$ cat src/design/gwic_pkg.sv
// Package for the green/wake interrupt controller.
// Assumes a 25 MHz system clock and a 32-bit APB slave interface.
package gwic_pkg;
    localparam logic [11:0] ADDR_IRQ_FLAGS = 12'h320;
    localparam logic [11:0] ADDR_IRQ_MASK = 12'h324;
    localparam logic [11:0] ADDR_STACK_PTR = 12'h37C;
    localparam logic [11:0] ADDR_OSC_MODE = 12'h010;
    localparam logic [11:0] ADDR_EDGE_CFG = 12'h014;
    localparam logic [11:0] ADDR_STATUS = 12'h018;
    localparam logic [7:0] IDX_IRQ_FLAGS = 8'hC8;
    localparam logic [7:0] IDX_IRQ_MASK = 8'hC9;
    localparam logic [7:0] IDX_STACK_PTR = 8'hDF;
    localparam int BIT_PIN0 = 0;
    localparam int BIT_PIN1 = 1;
    localparam int BIT_TMRA = 5;
    localparam int BIT_TMRB = 6;
    localparam int BIT_CONV = 7;
    localparam int BIT_GIE = 7;
    localparam int BIT_SLEEP = 0;
    localparam int BIT_GREEN = 1;
    localparam int BIT_SLOW = 2;
    localparam int BIT_TMRA_GW = 3;
    localparam int BIT_RC_OSC = 4;
    localparam logic [7:0] SRC_MASK = 8'hE3;
    localparam logic [7:0] FLAGS_RESET = 8'h00;
    localparam logic [7:0] MASK_RESET = 8'h00;
    localparam logic [2:0] STACK_PTR_REG_RESET = 3'h7;
    localparam logic [1:0] EDGE_RESET = 2'h2;
    localparam logic [1:0] EDGE_RISE = 2'h1;
    localparam logic [1:0] EDGE_FALL = 2'h2;
    localparam logic [1:0] EDGE_BOTH = 2'h3;
    localparam logic [11:0] VECTOR_ADDR = 12'h008;
    localparam int WAKE_XTAL_CLKS = 2048;
    localparam int WAKE_RC_CLKS = 8;
    typedef enum logic [1:0] {
        GWIC_RUN = 2'b00,
        GWIC_GREEN = 2'b01,
        GWIC_SLEEP = 2'b10,
        GWIC_WARM = 2'b11
    } gwic_mode_e;
    typedef struct packed {
        logic tmr_a_ovf;
        logic tmr_b_ovf;
        logic conv_done;
        logic tmr_a_pwm_only;
    } gwic_evt_s;
endpackage

$ cat src/design/gwic_ctrl.sv
// Interrupt request/enable logic with green and sleep mode control.
// Assumes a CPU sequencer on the same clock that acknowledges vectors
// and signals return-from-interrupt; port_zero pins are asynchronous.
//
// Contract
// - Writing 1 to green_entry_bit halts execution and enters green mode.
// - Any green wake clears green_entry_bit in hardware.
// - Green mode keeps system clock and wake-enabled timer running.
// - Green wake on port_zero level change or timer_a wake overflow.
// - After green wake resume in previous normal or slow mode.
// - PWM-only timer overflow never wakes from green mode.
// - Sleep wakes only on port_zero change, always returning to normal.
// - Sleep wake waits 2048 clocks crystal or 8 clocks RC.
// - Green wake adds no stabilisation delay.
// - Five request sources: two timers, converter, two port pins.
// - Pin request waking from sleep stays latched until serviced.
// - Service entry clears global enable; service exit sets it.
// - Taking a request pushes one level and vectors to address 8.
// - Return-from-interrupt ends service and pops the return address.
// - Enable register holds per-source enables, reset to zero.
// - Request register sets each source flag on its event.
// - Timer_a green wake needs its own wake enable bit.
// - Flags set even when their enable is zero, without vectoring.
// - Global enable is stack register bit 7, reset zero.
// - Pin zero edge select: 01 rise, 10 fall, 11 both.
// - Pin one triggers only on falling edges.
`timescale 1ns/1ps
module gwic_ctrl
    import gwic_pkg::*;
#(
    parameter int WAKE_XTAL_CYCLES = WAKE_XTAL_CLKS,
    parameter int WAKE_RC_CYCLES = WAKE_RC_CLKS,
    parameter int CNT_W = 12
) (
    input wire logic mclk_i,
    input wire logic reset_n_i,
    input wire logic psel_i,
    input wire logic penable_i,
    input wire logic pwrite_i,
    input wire logic [11:0] paddr_i,
    input wire logic [31:0] pwdata_i,
    input wire logic [3:0] pstrb_i,
    output logic [31:0] prdata_o,
    output logic pready_o,
    output logic pslverr_o,
    input wire logic [1:0] port_zero_i,
    input wire gwic_evt_s evt_i,
    input wire logic irq_ack_i,
    input wire logic return_from_irq_i,
    output logic irq_req_o,
    output logic [11:0] vector_addr_o,
    output logic stack_push_o,
    output logic stack_pop_o,
    output logic cpu_run_o,
    output logic slow_mode_o,
    output logic osc_stop_o
);

////////////////////////////////////////////////////////////////////////
    logic [1:0] pin_meta_q;
    logic [1:0] pin_sync_q;
    logic [1:0] pin_prev_q;
    logic [1:0] pin_snap_q;
    logic [7:0] flags_q;
    logic [7:0] mask_q;
    logic gie_q;
    logic [2:0] stack_ptr_reg_q;
    logic [1:0] edge_sel_q;
    logic sleep_bit_q;
    logic green_entry_bit_q;
    logic slow_q;
    logic tmra_gw_q;
    logic rc_osc_q;
    logic in_service_q;
    gwic_mode_e mode_q;
    logic [CNT_W-1:0] warm_cnt_q;
    logic [7:0] set_vec;
    logic [7:0] wr_mask;
    logic wr_en;
    logic rd_en;
    logic pin_change;
    logic rise0;
    logic fall0;
    logic fall1;
    logic take;

    function automatic logic addr_hit(input logic [11:0] a,
                                      input logic [11:0] r);
        return a == r;
    endfunction

    assign wr_en = psel_i && penable_i && pwrite_i;
    assign rd_en = psel_i && !pwrite_i;
    assign wr_mask = pstrb_i[0] ? 8'hFF : 8'h00;

////////////////////////////////////////////////////////////////////////
    // Two flops before any logic reads the asynchronous pins.
    always_ff @(posedge mclk_i or negedge reset_n_i) begin
        if (!reset_n_i) begin
            pin_meta_q <= '0;
            pin_sync_q <= '0;
            pin_prev_q <= '0;
        end else begin
            pin_meta_q <= port_zero_i;
            pin_sync_q <= pin_meta_q;
            pin_prev_q <= pin_sync_q;
        end
    end

    assign rise0 = pin_sync_q[0] && !pin_prev_q[0];
    assign fall0 = !pin_sync_q[0] && pin_prev_q[0];
    assign fall1 = !pin_sync_q[1] && pin_prev_q[1];
    // Levels are compared with the snapshot taken at entry, so a change
    // that happened while the core logic was idle still counts.
    assign pin_change = (pin_sync_q != pin_snap_q);

    always_comb begin
        set_vec = '0;
        case (edge_sel_q)
            EDGE_RISE: set_vec[BIT_PIN0] = rise0;
            EDGE_FALL: set_vec[BIT_PIN0] = fall0;
            EDGE_BOTH: set_vec[BIT_PIN0] = rise0 || fall0;
            default: set_vec[BIT_PIN0] = 1'b0;
        endcase
        set_vec[BIT_PIN1] = fall1;
        // Sleep stops the timers and converter entirely.
        if (mode_q != GWIC_SLEEP && mode_q != GWIC_WARM) begin
            set_vec[BIT_TMRA] = evt_i.tmr_a_ovf;
            set_vec[BIT_TMRB] = evt_i.tmr_b_ovf;
            set_vec[BIT_CONV] = evt_i.conv_done;
        end
    end

////////////////////////////////////////////////////////////////////////
    // Flags set regardless of enable; set wins over a same-cycle clear.
    always_ff @(posedge mclk_i or negedge reset_n_i) begin
        if (!reset_n_i) begin
            flags_q <= FLAGS_RESET;
        end else if (wr_en && addr_hit(paddr_i, ADDR_IRQ_FLAGS)) begin
            flags_q <= (((flags_q & ~wr_mask) | (pwdata_i[7:0] & wr_mask))
                        | set_vec) & SRC_MASK;
        end else begin
            flags_q <= (flags_q | set_vec) & SRC_MASK;
        end
    end

    always_ff @(posedge mclk_i or negedge reset_n_i) begin
        if (!reset_n_i) begin
            mask_q <= MASK_RESET;
        end else if (wr_en && addr_hit(paddr_i, ADDR_IRQ_MASK)) begin
            mask_q <= (mask_q & ~wr_mask) | (pwdata_i[7:0] & wr_mask
                      & SRC_MASK);
        end
    end

    always_ff @(posedge mclk_i or negedge reset_n_i) begin
        if (!reset_n_i) begin
            edge_sel_q <= EDGE_RESET;
            slow_q <= 1'b0;
            tmra_gw_q <= 1'b0;
            rc_osc_q <= 1'b0;
        end else if (wr_en && pstrb_i[0]
                     && addr_hit(paddr_i, ADDR_EDGE_CFG)) begin
            edge_sel_q <= pwdata_i[1:0];
        end else if (wr_en && pstrb_i[0]
                     && addr_hit(paddr_i, ADDR_OSC_MODE)) begin
            slow_q <= pwdata_i[BIT_SLOW];
            tmra_gw_q <= pwdata_i[BIT_TMRA_GW];
            rc_osc_q <= pwdata_i[BIT_RC_OSC];
        end else if (mode_q == GWIC_WARM) begin
            slow_q <= 1'b0;
        end
    end

////////////////////////////////////////////////////////////////////////
    assign take = irq_req_o && irq_ack_i;

    // Global enable and stack pointer; entry and exit override writes.
    always_ff @(posedge mclk_i or negedge reset_n_i) begin
        if (!reset_n_i) begin
            gie_q <= 1'b0;
            stack_ptr_reg_q <= STACK_PTR_REG_RESET;
            in_service_q <= 1'b0;
        end else if (take) begin
            gie_q <= 1'b0;
            stack_ptr_reg_q <= stack_ptr_reg_q - 3'h1;
            in_service_q <= 1'b1;
        end else if (return_from_irq_i && in_service_q) begin
            gie_q <= 1'b1;
            stack_ptr_reg_q <= stack_ptr_reg_q + 3'h1;
            in_service_q <= 1'b0;
        end else if (wr_en && pstrb_i[0]
                     && addr_hit(paddr_i, ADDR_STACK_PTR)) begin
            gie_q <= pwdata_i[BIT_GIE];
            stack_ptr_reg_q <= pwdata_i[2:0];
        end
    end

    // Only a running core may be vectored.
    assign irq_req_o = gie_q && (mode_q == GWIC_RUN) && !in_service_q
                       && |(flags_q & mask_q);
    assign vector_addr_o = VECTOR_ADDR;
    assign stack_push_o = take;
    assign stack_pop_o = return_from_irq_i && in_service_q;

////////////////////////////////////////////////////////////////////////
    // Mode sequencer.  Sleep wins if both entry bits are written at once.
    always_ff @(posedge mclk_i or negedge reset_n_i) begin
        if (!reset_n_i) begin
            mode_q <= GWIC_RUN;
            sleep_bit_q <= 1'b0;
            green_entry_bit_q <= 1'b0;
            warm_cnt_q <= '0;
            pin_snap_q <= '0;
        end else begin
            case (mode_q)
                GWIC_RUN: begin
                    if (wr_en && pstrb_i[0]
                        && addr_hit(paddr_i, ADDR_OSC_MODE)) begin
                        pin_snap_q <= pin_sync_q;
                        if (pwdata_i[BIT_SLEEP]) begin
                            sleep_bit_q <= 1'b1;
                            mode_q <= GWIC_SLEEP;
                        end else if (pwdata_i[BIT_GREEN]) begin
                            green_entry_bit_q <= 1'b1;
                            mode_q <= GWIC_GREEN;
                        end
                    end
                end
                GWIC_GREEN: begin
                    // Pwm-only overflow is ignored; no warm-up applies.
                    if (pin_change || (evt_i.tmr_a_ovf && tmra_gw_q
                        && !evt_i.tmr_a_pwm_only)) begin
                        green_entry_bit_q <= 1'b0;
                        mode_q <= GWIC_RUN;
                    end
                end
                GWIC_SLEEP: begin
                    if (pin_change) begin
                        warm_cnt_q <= rc_osc_q
                            ? CNT_W'(WAKE_RC_CYCLES - 1)
                            : CNT_W'(WAKE_XTAL_CYCLES - 1);
                        mode_q <= GWIC_WARM;
                    end
                end
                GWIC_WARM: begin
                    if (warm_cnt_q == '0) begin
                        sleep_bit_q <= 1'b0;
                        mode_q <= GWIC_RUN;
                    end else begin
                        warm_cnt_q <= warm_cnt_q - 1'b1;
                    end
                end
                default: mode_q <= GWIC_RUN;
            endcase
        end
    end

    assign cpu_run_o = (mode_q == GWIC_RUN);
    assign slow_mode_o = slow_q;
    assign osc_stop_o = (mode_q == GWIC_SLEEP);

////////////////////////////////////////////////////////////////////////
    always_ff @(posedge mclk_i or negedge reset_n_i) begin
        if (!reset_n_i) begin
            prdata_o <= '0;
        end else if (rd_en && !penable_i) begin
            prdata_o <= '0;
            if (addr_hit(paddr_i, ADDR_IRQ_FLAGS)) begin
                prdata_o[7:0] <= flags_q;
            end else if (addr_hit(paddr_i, ADDR_IRQ_MASK)) begin
                prdata_o[7:0] <= mask_q;
            end else if (addr_hit(paddr_i, ADDR_STACK_PTR)) begin
                prdata_o[7:0] <= {gie_q, 4'h0, stack_ptr_reg_q};
            end else if (addr_hit(paddr_i, ADDR_OSC_MODE)) begin
                prdata_o[4:0] <= {rc_osc_q, tmra_gw_q, slow_q,
                                  green_entry_bit_q, sleep_bit_q};
            end else if (addr_hit(paddr_i, ADDR_EDGE_CFG)) begin
                prdata_o[1:0] <= edge_sel_q;
            end else if (addr_hit(paddr_i, ADDR_STATUS)) begin
                prdata_o[2:0] <= {in_service_q, mode_q};
            end
        end
    end

    assign pready_o = 1'b1;
    assign pslverr_o = psel_i && penable_i
        && !(addr_hit(paddr_i, ADDR_IRQ_FLAGS)
        || addr_hit(paddr_i, ADDR_IRQ_MASK)
        || addr_hit(paddr_i, ADDR_STACK_PTR)
        || addr_hit(paddr_i, ADDR_OSC_MODE)
        || addr_hit(paddr_i, ADDR_EDGE_CFG)
        || (addr_hit(paddr_i, ADDR_STATUS) && !pwrite_i));

////////////////////////////////////////////////////////////////////////
    a_green_clears_bit: assert property (@(posedge mclk_i)
        disable iff (!reset_n_i)
        (mode_q == GWIC_GREEN) ##1 (mode_q == GWIC_RUN)
        |-> !green_entry_bit_q) else $error("green bit not cleared");
    a_green_pwm_nowake: assert property (@(posedge mclk_i)
        disable iff (!reset_n_i)
        (mode_q == GWIC_GREEN && !pin_change && !(evt_i.tmr_a_ovf
        && tmra_gw_q && !evt_i.tmr_a_pwm_only)) |=> mode_q == GWIC_GREEN)
        else $error("green left without wake");
    a_sleep_pin_only: assert property (@(posedge mclk_i)
        disable iff (!reset_n_i)
        (mode_q == GWIC_SLEEP && !pin_change) |=> mode_q == GWIC_SLEEP)
        else $error("sleep left without pin change");
    a_rc_warm_len: assert property (@(posedge mclk_i)
        disable iff (!reset_n_i)
        (mode_q == GWIC_SLEEP && pin_change && rc_osc_q)
        |=> (mode_q == GWIC_WARM) [*8] ##1 mode_q == GWIC_RUN)
        else $error("rc warm-up length wrong");
    a_green_no_delay: assert property (@(posedge mclk_i)
        disable iff (!reset_n_i)
        (mode_q == GWIC_GREEN && pin_change) |=> cpu_run_o)
        else $error("green wake delayed");
    a_entry_clears_gie: assert property (@(posedge mclk_i)
        disable iff (!reset_n_i)
        take |=> !gie_q && in_service_q) else $error("gie not cleared");
    a_exit_sets_gie: assert property (@(posedge mclk_i)
        disable iff (!reset_n_i)
        stack_pop_o |=> gie_q && !in_service_q) else $error("gie not set");
    a_flag_kept_take: assert property (@(posedge mclk_i)
        disable iff (!reset_n_i)
        take && !wr_en |=> flags_q == $past(flags_q | set_vec))
        else $error("flags changed on service entry");
    a_req_needs_all: assert property (@(posedge mclk_i)
        disable iff (!reset_n_i)
        irq_req_o |-> gie_q && |(flags_q & mask_q))
        else $error("request without enables");
    a_pin1_falling: assert property (@(posedge mclk_i)
        disable iff (!reset_n_i)
        $fell(pin_sync_q[1]) |=> flags_q[BIT_PIN1])
        else $error("pin one fall missed");
    a_take_pushes_one: assert property (@(posedge mclk_i)
        disable iff (!reset_n_i)
        take |=> stack_ptr_reg_q == $past(stack_ptr_reg_q) - 3'h1)
        else $error("stack not pushed by one level");
    a_event_sets_flag: assert property (@(posedge mclk_i)
        disable iff (!reset_n_i)
        evt_i.tmr_b_ovf && mode_q == GWIC_RUN |=> flags_q[BIT_TMRB])
        else $error("timer b flag not set");
    a_warm_to_normal: assert property (@(posedge mclk_i)
        disable iff (!reset_n_i)
        (mode_q == GWIC_WARM) ##1 (mode_q == GWIC_RUN) |-> !slow_mode_o)
        else $error("sleep wake not in normal mode");
endmodule

$ cat config.mk
export PLATFORM = sky130hd
export DESIGN_NAME = gwic_ctrl
export DESIGN_NICKNAME = d
export VERILOG_FILES = /design/src/design/gwic_pkg.sv /design/src/design/gwic_ctrl.sv
export SDC_FILE = /design/constraint.sdc
export NUM_CORES = 1
export LEC_CHECK = 0
export BUFFER_PORTS_ARGS = -buffer_cell sky130_fd_sc_hd__buf_2
export CORE_MARGIN = 2
export CORE_UTILIZATION = 50
export DETAILED_ROUTE_END_ITERATION = 10
export GPL_TIMING_DRIVEN = 0
export PLACE_DENSITY = 0.8
export SLEW_MARGIN = 30
export SYNTH_ARGS = -nofsm -noshare
export SYNTH_HDL_FRONTEND = slang
export SYNTH_SLANG_ARGS = --single-unit
$ cat constraint.sdc
create_clock -name mclk_i -period 3.49 [get_ports mclk_i]
set_input_delay 0.698 -clock mclk_i [delete_from_list [all_inputs] [get_ports mclk_i]]
set_output_delay 0.698 -clock mclk_i [all_outputs]
set_load 0.05 [all_outputs]
After elaboration in Yosys (flattened, before gate mapping)
Index checks and enable logic that the tools add are counted.
{"block": "totals", "elab_cells": 152, "input_bits": 61, "reg_bits": 58}
{"block": "classes", "n_addsub": 3, "n_reduce_logical": 54, "bitwise": 10, "muxes": 43, "eq_ne": 24}
{"operator": "== test 12 x 10 -> 1 bit (second input constant)", "count": 3}
{"operator": "== test 12 x 5 -> 1 bit (second input constant)", "count": 3}
{"operator": "bitwise AND 8 bit", "count": 4}
{"operator": "two-way mux 8 bit", "count": 4}
{"operator": "OR 8 bit", "count": 4}
{"operator": "two-way mux 12 bit", "count": 2}
{"operator": "case mux 12 bit (2 select lines)", "count": 1}
{"operator": "logical AND 1 bit", "count": 23}
{"operator": "two-way mux 3 bit", "count": 7}
{"operator": "two-way mux 2 bit", "count": 8}
{"operator": "two-way mux 1 bit", "count": 15}
{"operator": "inequality test 2 bit (second input constant)", "count": 7}
{"operator": "zero test 12 bit", "count": 1}
{"operator": "subtractor 12 x 1 -> 12 bit (second input constant)", "count": 1}
{"operator": "two-way mux 11 bit", "count": 1}
{"operator": "AND reduction 5 bit", "count": 2}
{"operator": "nonzero test 2 bit", "count": 5}
{"operator": "== test 2 bit (second input constant)", "count": 4}
{"operator": "zero test 1 bit", "count": 8}
{"operator": "NOT 8 bit", "count": 1}
{"operator": "case mux 2 bit (4 select lines)", "count": 1}
{"operator": "OR reduction 8 bit", "count": 1}
{"operator": "logical OR 1 bit", "count": 7}
{"operator": "inequality test 2 x 1 -> 1 bit (second input constant)", "count": 3}
{"operator": "14 further kinds", "count": 18}

Longest topological paths before layout
Gate-level depths: netlist of the first run.
{"block": "logic_depth", "word_depth": 8, "depth_mapped": 7, "depth_no_buf": 7}

Worst setup path after synthesis of the first run
No wires, ideal clock.
{"block": "synth_path", "kind": "input to output", "from": "input port paddr_i[2]", "to": "output port pslverr_o", "slack_ns": -1.194, "cell_stages": 4, "n_path_buf": 2, "t_arrival_ns": 3.986, "cell_sequence": "clkbuf_1 > buf_1 > o21ai_0 > a2111oi_0"}
{"block": "synth_via", "elab_chain_len": 8, "word_cells_on_any_way": 14, "classes_between": "eq/ne (6); reduce/logical (8)"}
{"element": "from (decl)", "line_no": "gwic_ctrl.sv:40", "source": "input wire logic [11:0] paddr_i,"}
{"element": "== test 12 x 10 -> 1 bit", "line_no": "gwic_ctrl.sv:89", "source": "return a == r;"}
{"element": "logical OR 1 bit", "line_no": "gwic_ctrl.sv:289", "source": "|| addr_hit(paddr_i, ADDR_IRQ_MASK)"}
{"element": "logical OR 1 bit", "line_no": "gwic_ctrl.sv:290", "source": "|| addr_hit(paddr_i, ADDR_STACK_PTR)"}
{"element": "logical OR 1 bit", "line_no": "gwic_ctrl.sv:291", "source": "|| addr_hit(paddr_i, ADDR_OSC_MODE)"}
{"element": "logical OR 1 bit", "line_no": "gwic_ctrl.sv:292", "source": "|| addr_hit(paddr_i, ADDR_EDGE_CFG)"}
{"element": "logical OR 1 bit *", "line_no": "gwic_ctrl.sv:293", "source": "|| (addr_hit(paddr_i, ADDR_STATUS) && !pwrite_i));"}
{"element": "zero test 1 bit *", "line_no": "gwic_ctrl.sv:288", "source": "&& !(addr_hit(paddr_i, ADDR_IRQ_FLAGS)"}
{"element": "logical AND 1 bit *", "line_no": "gwic_ctrl.sv:288"}
{"element": "to (decl)", "line_no": "gwic_ctrl.sv:45", "source": "output logic pslverr_o,"}
Mark *: on every way between the ends. The rest lies on a longest branch, timed or not.

Worst setup path in the final report of the first run
Ends and elaborated chain as after synthesis.

==> results of run 1 <==
power by group:
group          internal, mW  switching (mW)
clock network         0.162           0.219
registers             0.660          0.0166
logic                0.0802           0.180
per-stage QoR:
step / util [%] / std cells
floorplan: - / 378
global placement: 58.66 / 502
detailed placement: 58.70 / 502
CTS: 60.28 / 510
global route: 60.37 / 510
finish: 60.37 / 510
cell families after synthesis:
group	synth area share (%)
compound gates	15.26
mux	7.594
other cells	0.2337
simple gates	18.96
buf+inv	12.19
flops	42.99
xor+xnor	0.8179
fa+ha+maj	1.947
worst reg2reg max path, stage by stage, from the launching register on:
cell and delay [ps]:
dfrtp_1 420, inv_1 80, ha_1 220, nor4b_1 650
a31oi_1 320, nor2_1 390, o21bai_1 180, a21oi_1 80
sequential cells by signal, summed over array words and instances, names as in the netlist, 3 cells and up, named ones only:
name             flops
flags_q              5
mask_q               3
prdata_o             8
stack_ptr_reg_q      3
warm_cnt_q          12
routing by layer:
layer / wire length (um) / up-vias / GRT usage, %
li1: - / 1323 / -
met1: 3068 / 1270 / 26.25
met2: 3511 / 75 / 32.90
met3: 382 / 9 / 5.310
met4: 89 / 0 / 6.158
met5: 0 / - / 0
synth_stat cells, types with 4 or more instances:
cell,instances
a221o_1,5
dfrtp_1,51
nand3_1,7
nand4_1,4
inv_1,19
buf_4,37
nor2_1,27
a31oi_1,7
mux2i_1,12
a21oi_1,20
clkbuf_1,8
nor3_1,8
nand2_1,25
mux2_2,9
nor2b_1,7
o21ai_0,15
a22oi_1,5
ha_1,5
nor4_1,4
dfstp_2,4
layout make-up:
| class | count | area (um2) | area share [%] |
|---|---|---|---|
| clock buffer | 6 | 82.58 | 2.179 |
| timing repair buffer | 47 | 237.7 | 6.273 |
| sequential | 55 | 1381 | 36.45 |
| multi-input combinational | 256 | 1584 | 41.80 |
| buffer | 48 | 320.3 | 8.452 |
| clock inverter | 2 | 16.27 | 0.4292 |
| inverter | 19 | 71.32 | 1.882 |
| tap | 77 | 96.34 | 2.542 |
worst paths after layout:
path / start / endpoint / slack (ps) / cells past startpoint
min reg2reg: pin_meta_q[0]$_DFF_PN0_ / pin_sync_q[0]$_DFF_PN0_ / 360 / 0
max: paddr_i[2] / pslverr_o / 320 / 5
min in group asynchronous: reset_n_i / prdata_o[0]$_DFFE_PN0P_ / 410 / 1
max in group asynchronous: reset_n_i / in_service_q$_DFFE_PN0P_ / 2590 / 1
min: pin_meta_q[0]$_DFF_PN0_ / pin_sync_q[0]$_DFF_PN0_ / 360 / 0
max reg2reg: warm_cnt_q[0]$_DFFE_PN0P_ / warm_cnt_q[3]$_DFFE_PN0P_ / 1060 / 7
==> results.yml, run 1 <==
status:
  status: "complete, no violations"
grt:
  grt_antenna_before_repair: 0
  grt.total_usage_pct: 20.08
  grt_pass1_vias: 2487
  gr-total-overflow: 0
  grt_first_pass_wirelength_um: 11590
  grt_max_degree: 56
pwr:
  totalPowerFinal_mw: 1.318
  p_per_area_nw_per_um2: 347.7
  peakVddDrop_v: 0.0002385
  leakage_nw: 1.913
detailed_routing:
  ant_nets: 0
  num_vias: 2677
  wl_per_cell_um: 13.83
  vias_per_cell: 5.249
  drc: 0
  first_pass_iters: 4
  finalWirelength_um: 7052
  drtIter0Drc: 181
critical_path:
  crit_chain: "clkbuf_1 -> buf_1 -> o21ai_0 -> a2111oi_2 -> buf_2"
  crit_fanout: 10
  cp_slowest_cell: "buf_1"
  start_kind: "input port"
  required_ps: 2790
  critPathArrivalTime_ps: 2470
  end_kind: "primary output"
  cp_num_buf_inv: 3
  crit_path_max_incr_delay_ps: 540
  cpLargestDelayFamily: "buffers and inverters"
  critical_path_class: "input port to primary output"
timing:
  fmax_mhz: 315.8
  slew_headroom_pct: 48.99
  hold_viol_final: 0
  rsz0062_at_grt: "no"
  setup_viol: 0
  worst_slack_ps: 323.9
  finalCriticalPeriod_ps: 3166
  fin_skew_ps: 7.881
  setup-tns-final_ps: 0
  period_share_pct: 90.72
  hold_ws_ps: 356.2
  slew_viol_final: 0
  tightest_slew_ps: 754.5
synthesis:
  synth_area_leaders: "dfrtp_1 (40%), buf_4 (8.6%), mux2i_1 (3.7%), dfstp_2 (3.3%), mux2_2 (3.2%)"
  synth_top_area_share_pct: 39.72
  ys_seq_area_share_pct: 42.99
  synth_flop_cell: "dfrtp_1"
  synth.largest_area_cell: "dfrtp_1"
  async_flop_share_pct: 100.0
  synth.avg_cell_area_um2: 9.368
  synth_edf_count: 0
  yosysWarnings: 0
  ys_types: 57
  synth_area_um2: 3213
  syn-instance-count: 343
  ys_seq_elements: 55
layout:
  final_common_cell: "dfrtp_1"
  drive_above_1_share_pct: 26.33
  mostFrequentLayoutCells: "dfrtp_1 (51), buf_2 (47), buf_4 (38)"
  nets: 498
  num_antenna_cells: 0
  area_growth_pct: 17.95
  nFillCells: 555
  final_area_um2: 3790
die:
  coreArea_um2: 6277
  die-area_um2: 7084
  ios: 113
  initial_utilization_pct: 51.19
  die_w_um: 84.17
  rows: 29
  die_y_um: 84.17
clocking:
  cts_buffer_depth: 2
  cts_root_buffer: "clkbuf_8"
  cts_setup_buffers: 0
  cts_made_buffers: 5
  cts_sinks: 55
  insertion_delay_ps: 320
  cts_hold_buf: 0
  cts_tree: "built"
  clkTransAtPathRegs_ps: 100
  cts_resized: 0
  htree_levels: 2
run:
  drv_cap: 0
placed_design:
  io_buffers: 47
  place_area_um2: 3685
  dp_slack_ps: 360.3
  dpl.hpwl_um: 5311
  globalplace.congestion: 0.8761
worst_hold_path:
  holdCritPathClass: "flop to flop"
(Power assumes the default switching activity.)
==> run 2: changes to the inputs <==
--- a/config.mk
+++ b/config.mk
@@ -6,11 +6,12 @@
 export NUM_CORES = 1
 export LEC_CHECK = 0
 export BUFFER_PORTS_ARGS = -buffer_cell sky130_fd_sc_hd__buf_2
+export CORE_ASPECT_RATIO = 0.9
 export CORE_MARGIN = 2
 export CORE_UTILIZATION = 50
 export DETAILED_ROUTE_END_ITERATION = 10
 export GPL_TIMING_DRIVEN = 0
-export PLACE_DENSITY = 0.8
+export PLACE_DENSITY_LB_ADDON = 0.3
 export SLEW_MARGIN = 30
 export SYNTH_ARGS = -nofsm -noshare
 export SYNTH_HDL_FRONTEND = slang
==> results.yml, run 2 (same netlist as run 1, synthesis figures left out) <==
timing:
  setup-tns-final_ps: 0
  period_share_pct: 91.62
  finalCriticalPeriod_ps: 3198
  setup_viol: 0
  fmax_mhz: 312.7
  worst_slack_ps: 292.3
  rsz0062_at_grt: "no"
  hold_ws_ps: 367.4
  hold_viol_final: 0
  fin_skew_ps: 7.672
  slew_headroom_pct: 40.32
  slew_viol_final: 0
  tightest_slew_ps: 887.0
layout:
  area_growth_pct: 18.30
  largest_reg_flops: 12
  final_area_um2: 3801
  num_antenna_cells: 0
  post-route-util_pct: 61.49
  drive_above_1_share_pct: 26.10
  final_common_cell: "dfrtp_1"
  regMostFlops: "warm_cnt_q"
  mostFrequentLayoutCells: "dfrtp_1 (51), buf_2 (47), buf_4 (38)"
  top_regs: "warm_cnt_q (12), prdata_o (8), flags_q (5)"
  nets: 498
clocking:
  cts_resized: 0
  cts_sinks: 55
  htree_levels: 2
  insertion_delay_ps: 310
  clkTransAtPathRegs_ps: 90
  cts_root_buffer: "clkbuf_8"
  cts_made_buffers: 5
  cts_setup_buffers: 0
  cts_tree: "built"
  cts_buffer_depth: 2
  cts_hold_buf: 0
detailed_routing:
  wl_per_cell_um: 13.74
  ant_nets: 0
  vias_per_cell: 5.163
  num_vias: 2685
  drc: 0
  first_pass_iters: 4
  drtIter0Drc: 164
  finalWirelength_um: 7145
grt:
  grt_max_degree: 56
  grt.total_usage_pct: 21.02
  grt_first_pass_wirelength_um: 11580
  gr-total-overflow: 0
  grt_antenna_before_repair: 0
  grt_pass1_vias: 2400
die:
  ios: 113
  initial_utilization_pct: 51.97
  coreArea_um2: 6182
  die_w_um: 88.50
  die_y_um: 80.05
  rows: 27
  die-area_um2: 7084
critical_path:
  crit_fanout: 10
  crit_chain: "clkbuf_1 -> buf_1 -> o21ai_0 -> a2111oi_2 -> buf_2"
  critPathArrivalTime_ps: 2500
  crit_path_max_incr_delay_ps: 530
  required_ps: 2790
  critical_path_class: "input port to primary output"
  end_kind: "primary output"
  cp_slowest_cell: "buf_1"
  start_kind: "input port"
placed_design:
  place_area_um2: 3697
  globalplace.congestion: 0.9032
  dpl.hpwl_um: 5405
  dp_slack_ps: 305.5
  io_buffers: 47
run:
  drv_cap: 0
worst_hold_path:
  holdCritPathClass: "flop to flop"
pwr:
  peakVddDrop_v: 0.0001951
  leakage_nw: 1.916
  p_per_area_nw_per_um2: 348.5
status:
  status: "complete, no violations"
-- run 2: changes by cell type in the layout (fill, tap and decap cells not counted) --
cell,change
clkbuf_8,+1
nor4_2,-1
clkinv_4,-1
nor4_1,+1
-- run 2: critical path, delay by kind of cell --
kind                   cells  cell delay, ps
buffers and inverters      3            1180
AOI/OAI and AO/OA          2             610
-- run 2: where the power goes --
| part | internal [mW] | leakage (nW) | switching [mW] |
|---|---|---|---|
| Combinational | 0.0799 | 1.16 | 0.179 |
| Clock | 0.181 | 0.0505 | 0.208 |
| Sequential | 0.660 | 0.708 | 0.0169 |
-- run 2: final cells by class --
type                    instances  area [um2]
fillers                       559        2381
multi-input cells             256        1578
flip-flops and latches         55        1381
plain buffers                  48       320.3
repair buffers                 47       237.7
well taps                      87       108.9
clock buffers                   7       96.34
inverters                      19       71.32
clock inverters                 1       7.507
-- run 2: path summary, 6_finish.rpt --
kind / to / startpoint / cells past startpoint / slack, ps
max: pslverr_o / paddr_i[2] / 5 / 290
min: pin_sync_q[0]$_DFF_PN0_ / pin_meta_q[0]$_DFF_PN0_ / 0 / 370
max reg2reg: mode_q[0]$_DFFE_PN0P_ / warm_cnt_q[0]$_DFFE_PN0P_ / 7 / 1040
min reg2reg: pin_sync_q[0]$_DFF_PN0_ / pin_meta_q[0]$_DFF_PN0_ / 0 / 370
max in group asynchronous: mode_q[1]$_DFFE_PN0P_ / reset_n_i / 1 / 2610
min in group asynchronous: prdata_o[0]$_DFFE_PN0P_ / reset_n_i / 1 / 410
-- run 2: per-layer routing --
layer  global-route usage, %  vias to the layer above  share of wire, %
met1                   29.89                     1250                44
met3                   3.803                        9               6.7
met2                   32.56                       99                48
met4                   6.667                        0               1.4
li1                        -                     1327                 -
met5                       0                        -                 0
-- run 2: per-stage QoR --
step	cells	power (mW)
final	520	1.325
after global routing	520	1.390
after CTS	520	1.339
after detailed placement	512	0.9463
after global placement	512	0.9410
after floorplan	378	0.8860
==> run 3: changes to the inputs <==
==> constraint.sdc (replaced) <==
create_clock -name mclk_i -period 3.49 [get_ports mclk_i]
set_input_delay 0.698 -clock mclk_i [delete_from_list [all_inputs] [get_ports mclk_i]]
set_output_delay 0.698 -clock mclk_i [all_outputs]
set_load 0.1 [all_outputs]
==> results.yml, run 3 (same netlist as run 1, synthesis figures left out) <==
timing:
  worst_slack_ps: 134.8
  fin_skew_ps: 5.577
  slew_viol_final: 0
  setup-tns-final_ps: 0
  slew_headroom_pct: 50.07
  period_share_pct: 96.14
  rsz0062_at_grt: "no"
  fmax_mhz: 298.0
  hold_viol_final: 0
  hold_ws_ps: 354.3
  finalCriticalPeriod_ps: 3355
  tightest_slew_ps: 738.5
  setup_viol: 0
pwr:
  totalPowerFinal_mw: 1.378
  p_comb_share_pct: 26.3
  clkPwrFrac_pct: 24.6
  p_int_mw: 0.8817
  power_switching_share_pct: 36.03
  leakage_nw: 1.909
  p_seq_share_pct: 49.1
  p_sw_mw: 0.4967
  peakVddDrop_v: 0.0002934
  p_per_area_nw_per_um2: 363.0
layout:
  area_growth_pct: 18.19
  num_antenna_cells: 0
  top_regs: "warm_cnt_q (12), prdata_o (8), flags_q (5)"
  largest_reg_flops: 12
  regMostFlops: "warm_cnt_q"
  drive_above_1_share_pct: 25.87
  nets: 498
  mostFrequentLayoutCells: "dfrtp_1 (51), buf_2 (47), buf_4 (38)"
  final_common_cell: "dfrtp_1"
  nFillCells: 576
  final_cells: 520
detailed_routing:
  num_vias: 2713
  drc: 0
  finalWirelength_um: 7147
  first_pass_iters: 4
  drtIter0Drc: 145
  vias_per_cell: 5.217
  ant_nets: 0
  wl_per_cell_um: 13.74
critical_path:
  crit_fanout: 10
  crit_path_max_incr_delay_ps: 540
  crit_chain: "clkbuf_1 -> buf_1 -> o21ai_0 -> a2111oi_4 -> buf_2"
  r2r_slack_ps: 1060
  cpLargestDelayFamily: "buffers and inverters"
  end_kind: "primary output"
  reg2reg_from: "warm_cnt_q[0]$_DFFE_PN0P_"
  cp_num_buf_inv: 3
  required_ps: 2790
  crit_end: "pslverr_o"
  cp_num_cells: 5
  crit_start: "paddr_i[2]"
  critical_path_class: "input port to primary output"
  reg2reg_to: "warm_cnt_q[3]$_DFFE_PN0P_"
  start_kind: "input port"
  critPathArrivalTime_ps: 2660
  ff2ff_path_depth: 7
  cp_slowest_cell: "buf_1"
grt:
  grt_antenna_before_repair: 0
  grt_first_pass_wirelength_um: 11790
  gr-total-overflow: 0
  grt_max_degree: 56
  grt_pass1_vias: 2502
  grt.total_usage_pct: 21.16
worst_hold_path:
  holdCritPathClass: "flop to flop"
clocking:
  htree_levels: 2
  cts_setup_buffers: 0
  cts_sinks: 55
  cts_hold_buf: 0
  insertion_delay_ps: 310
  cts_tree: "built"
  cts_buffer_depth: 2
  cts_resized: 0
  clkTransAtPathRegs_ps: 90
  cts_made_buffers: 5
  cts_root_buffer: "clkbuf_8"
die:
  rows: 27
  die_w_um: 88.50
  coreArea_um2: 6182
  die-area_um2: 7084
  die_y_um: 80.05
  ios: 113
  initial_utilization_pct: 51.97
run:
  drv_cap: 0
placed_design:
  io_buffers: 47
  globalplace.congestion: 0.9006
  dpl.hpwl_um: 5559
  placed_cells: 512
  dp_slack_ps: 150.8
status:
  status: "complete, no violations"
-- run 3: changes by cell type in the layout (fill, tap and decap cells not counted) --
cell        change
clkinvlp_4      -1
clkbuf_1        +2
clkbuf_8        -2
nor4_2          +1
nor4_1          -1
clkinv_2        +1
a2111oi_2       -1
a2111oi_4       +1
-- run 3: cell type report --
cell class | count | area, um2 | area share, %
buffer | 48 | 320.3 | 8.435
clock buffer | 7 | 76.32 | 2.010
clock inverter | 1 | 5.005 | 0.1318
inverter | 19 | 71.32 | 1.878
multi-input combinational | 256 | 1597 | 42.04
sequential | 55 | 1381 | 36.38
tap | 87 | 108.9 | 2.867
timing repair buffer | 47 | 237.7 | 6.260
-- run 3: power by group through the flow --
stage / sequential, mW / clock, mW / combinational, mW
after floorplan: 0.709 / 0 / 0.280
after global placement: 0.688 / 0 / 0.356
after detailed placement: 0.689 / 0 / 0.361
after CTS: 0.677 / 0.344 / 0.362
after global routing: 0.679 / 0.370 / 0.386
final: 0.677 / 0.339 / 0.363
-- run 3: worst reg2reg max path, stage by stage, from the launching register on --
cell	delay, ps
dfrtp_1	420
inv_1	70
ha_1	230
nor4b_1	640
a31oi_1	310
nor2_1	400
o21bai_1	170
a21oi_1	80
-- run 3: worst min path at each step --
stage,start,to,slack (ps),cells after the start
2_1_floorplan,pin_meta_q[0]$_DFF_PN0_,pin_sync_q[0]$_DFF_PN0_,330,0
3_3_place_gp,pin_meta_q[0]$_DFF_PN0_,pin_sync_q[0]$_DFF_PN0_,330,0
3_5_place_dp,pin_meta_q[0]$_DFF_PN0_,pin_sync_q[0]$_DFF_PN0_,340,0
4_1_cts,pin_meta_q[1]$_DFF_PN0_,pin_sync_q[1]$_DFF_PN0_,350,0
5_1_grt,pin_meta_q[1]$_DFF_PN0_,pin_sync_q[1]$_DFF_PN0_,370,0
6_report,pin_meta_q[1]$_DFF_PN0_,pin_sync_q[1]$_DFF_PN0_,350,0
-- run 3: routing by layer --
metal	wire length [um]	part of all wire [%]	vias to the layer above	track usage, %
met2	3510	49	81	34.59
met1	3196	45	1296	29.54
li1	-	-	1329	-
met4	63	0.88	0	4.848
met5	0	0	-	0
met3	376	5.3	7	3.494
-- run 3: per-stage QoR --
step | instance area (um2) | utilization [%]
4_1_cts | 3797 | 61.42
3_3_place_gp | 3707 | 59.97
5_1_grt | 3797 | 61.42
6_report | 3797 | 61.42
3_5_place_dp | 3716 | 60.11
2_1_floorplan | 3363 | -
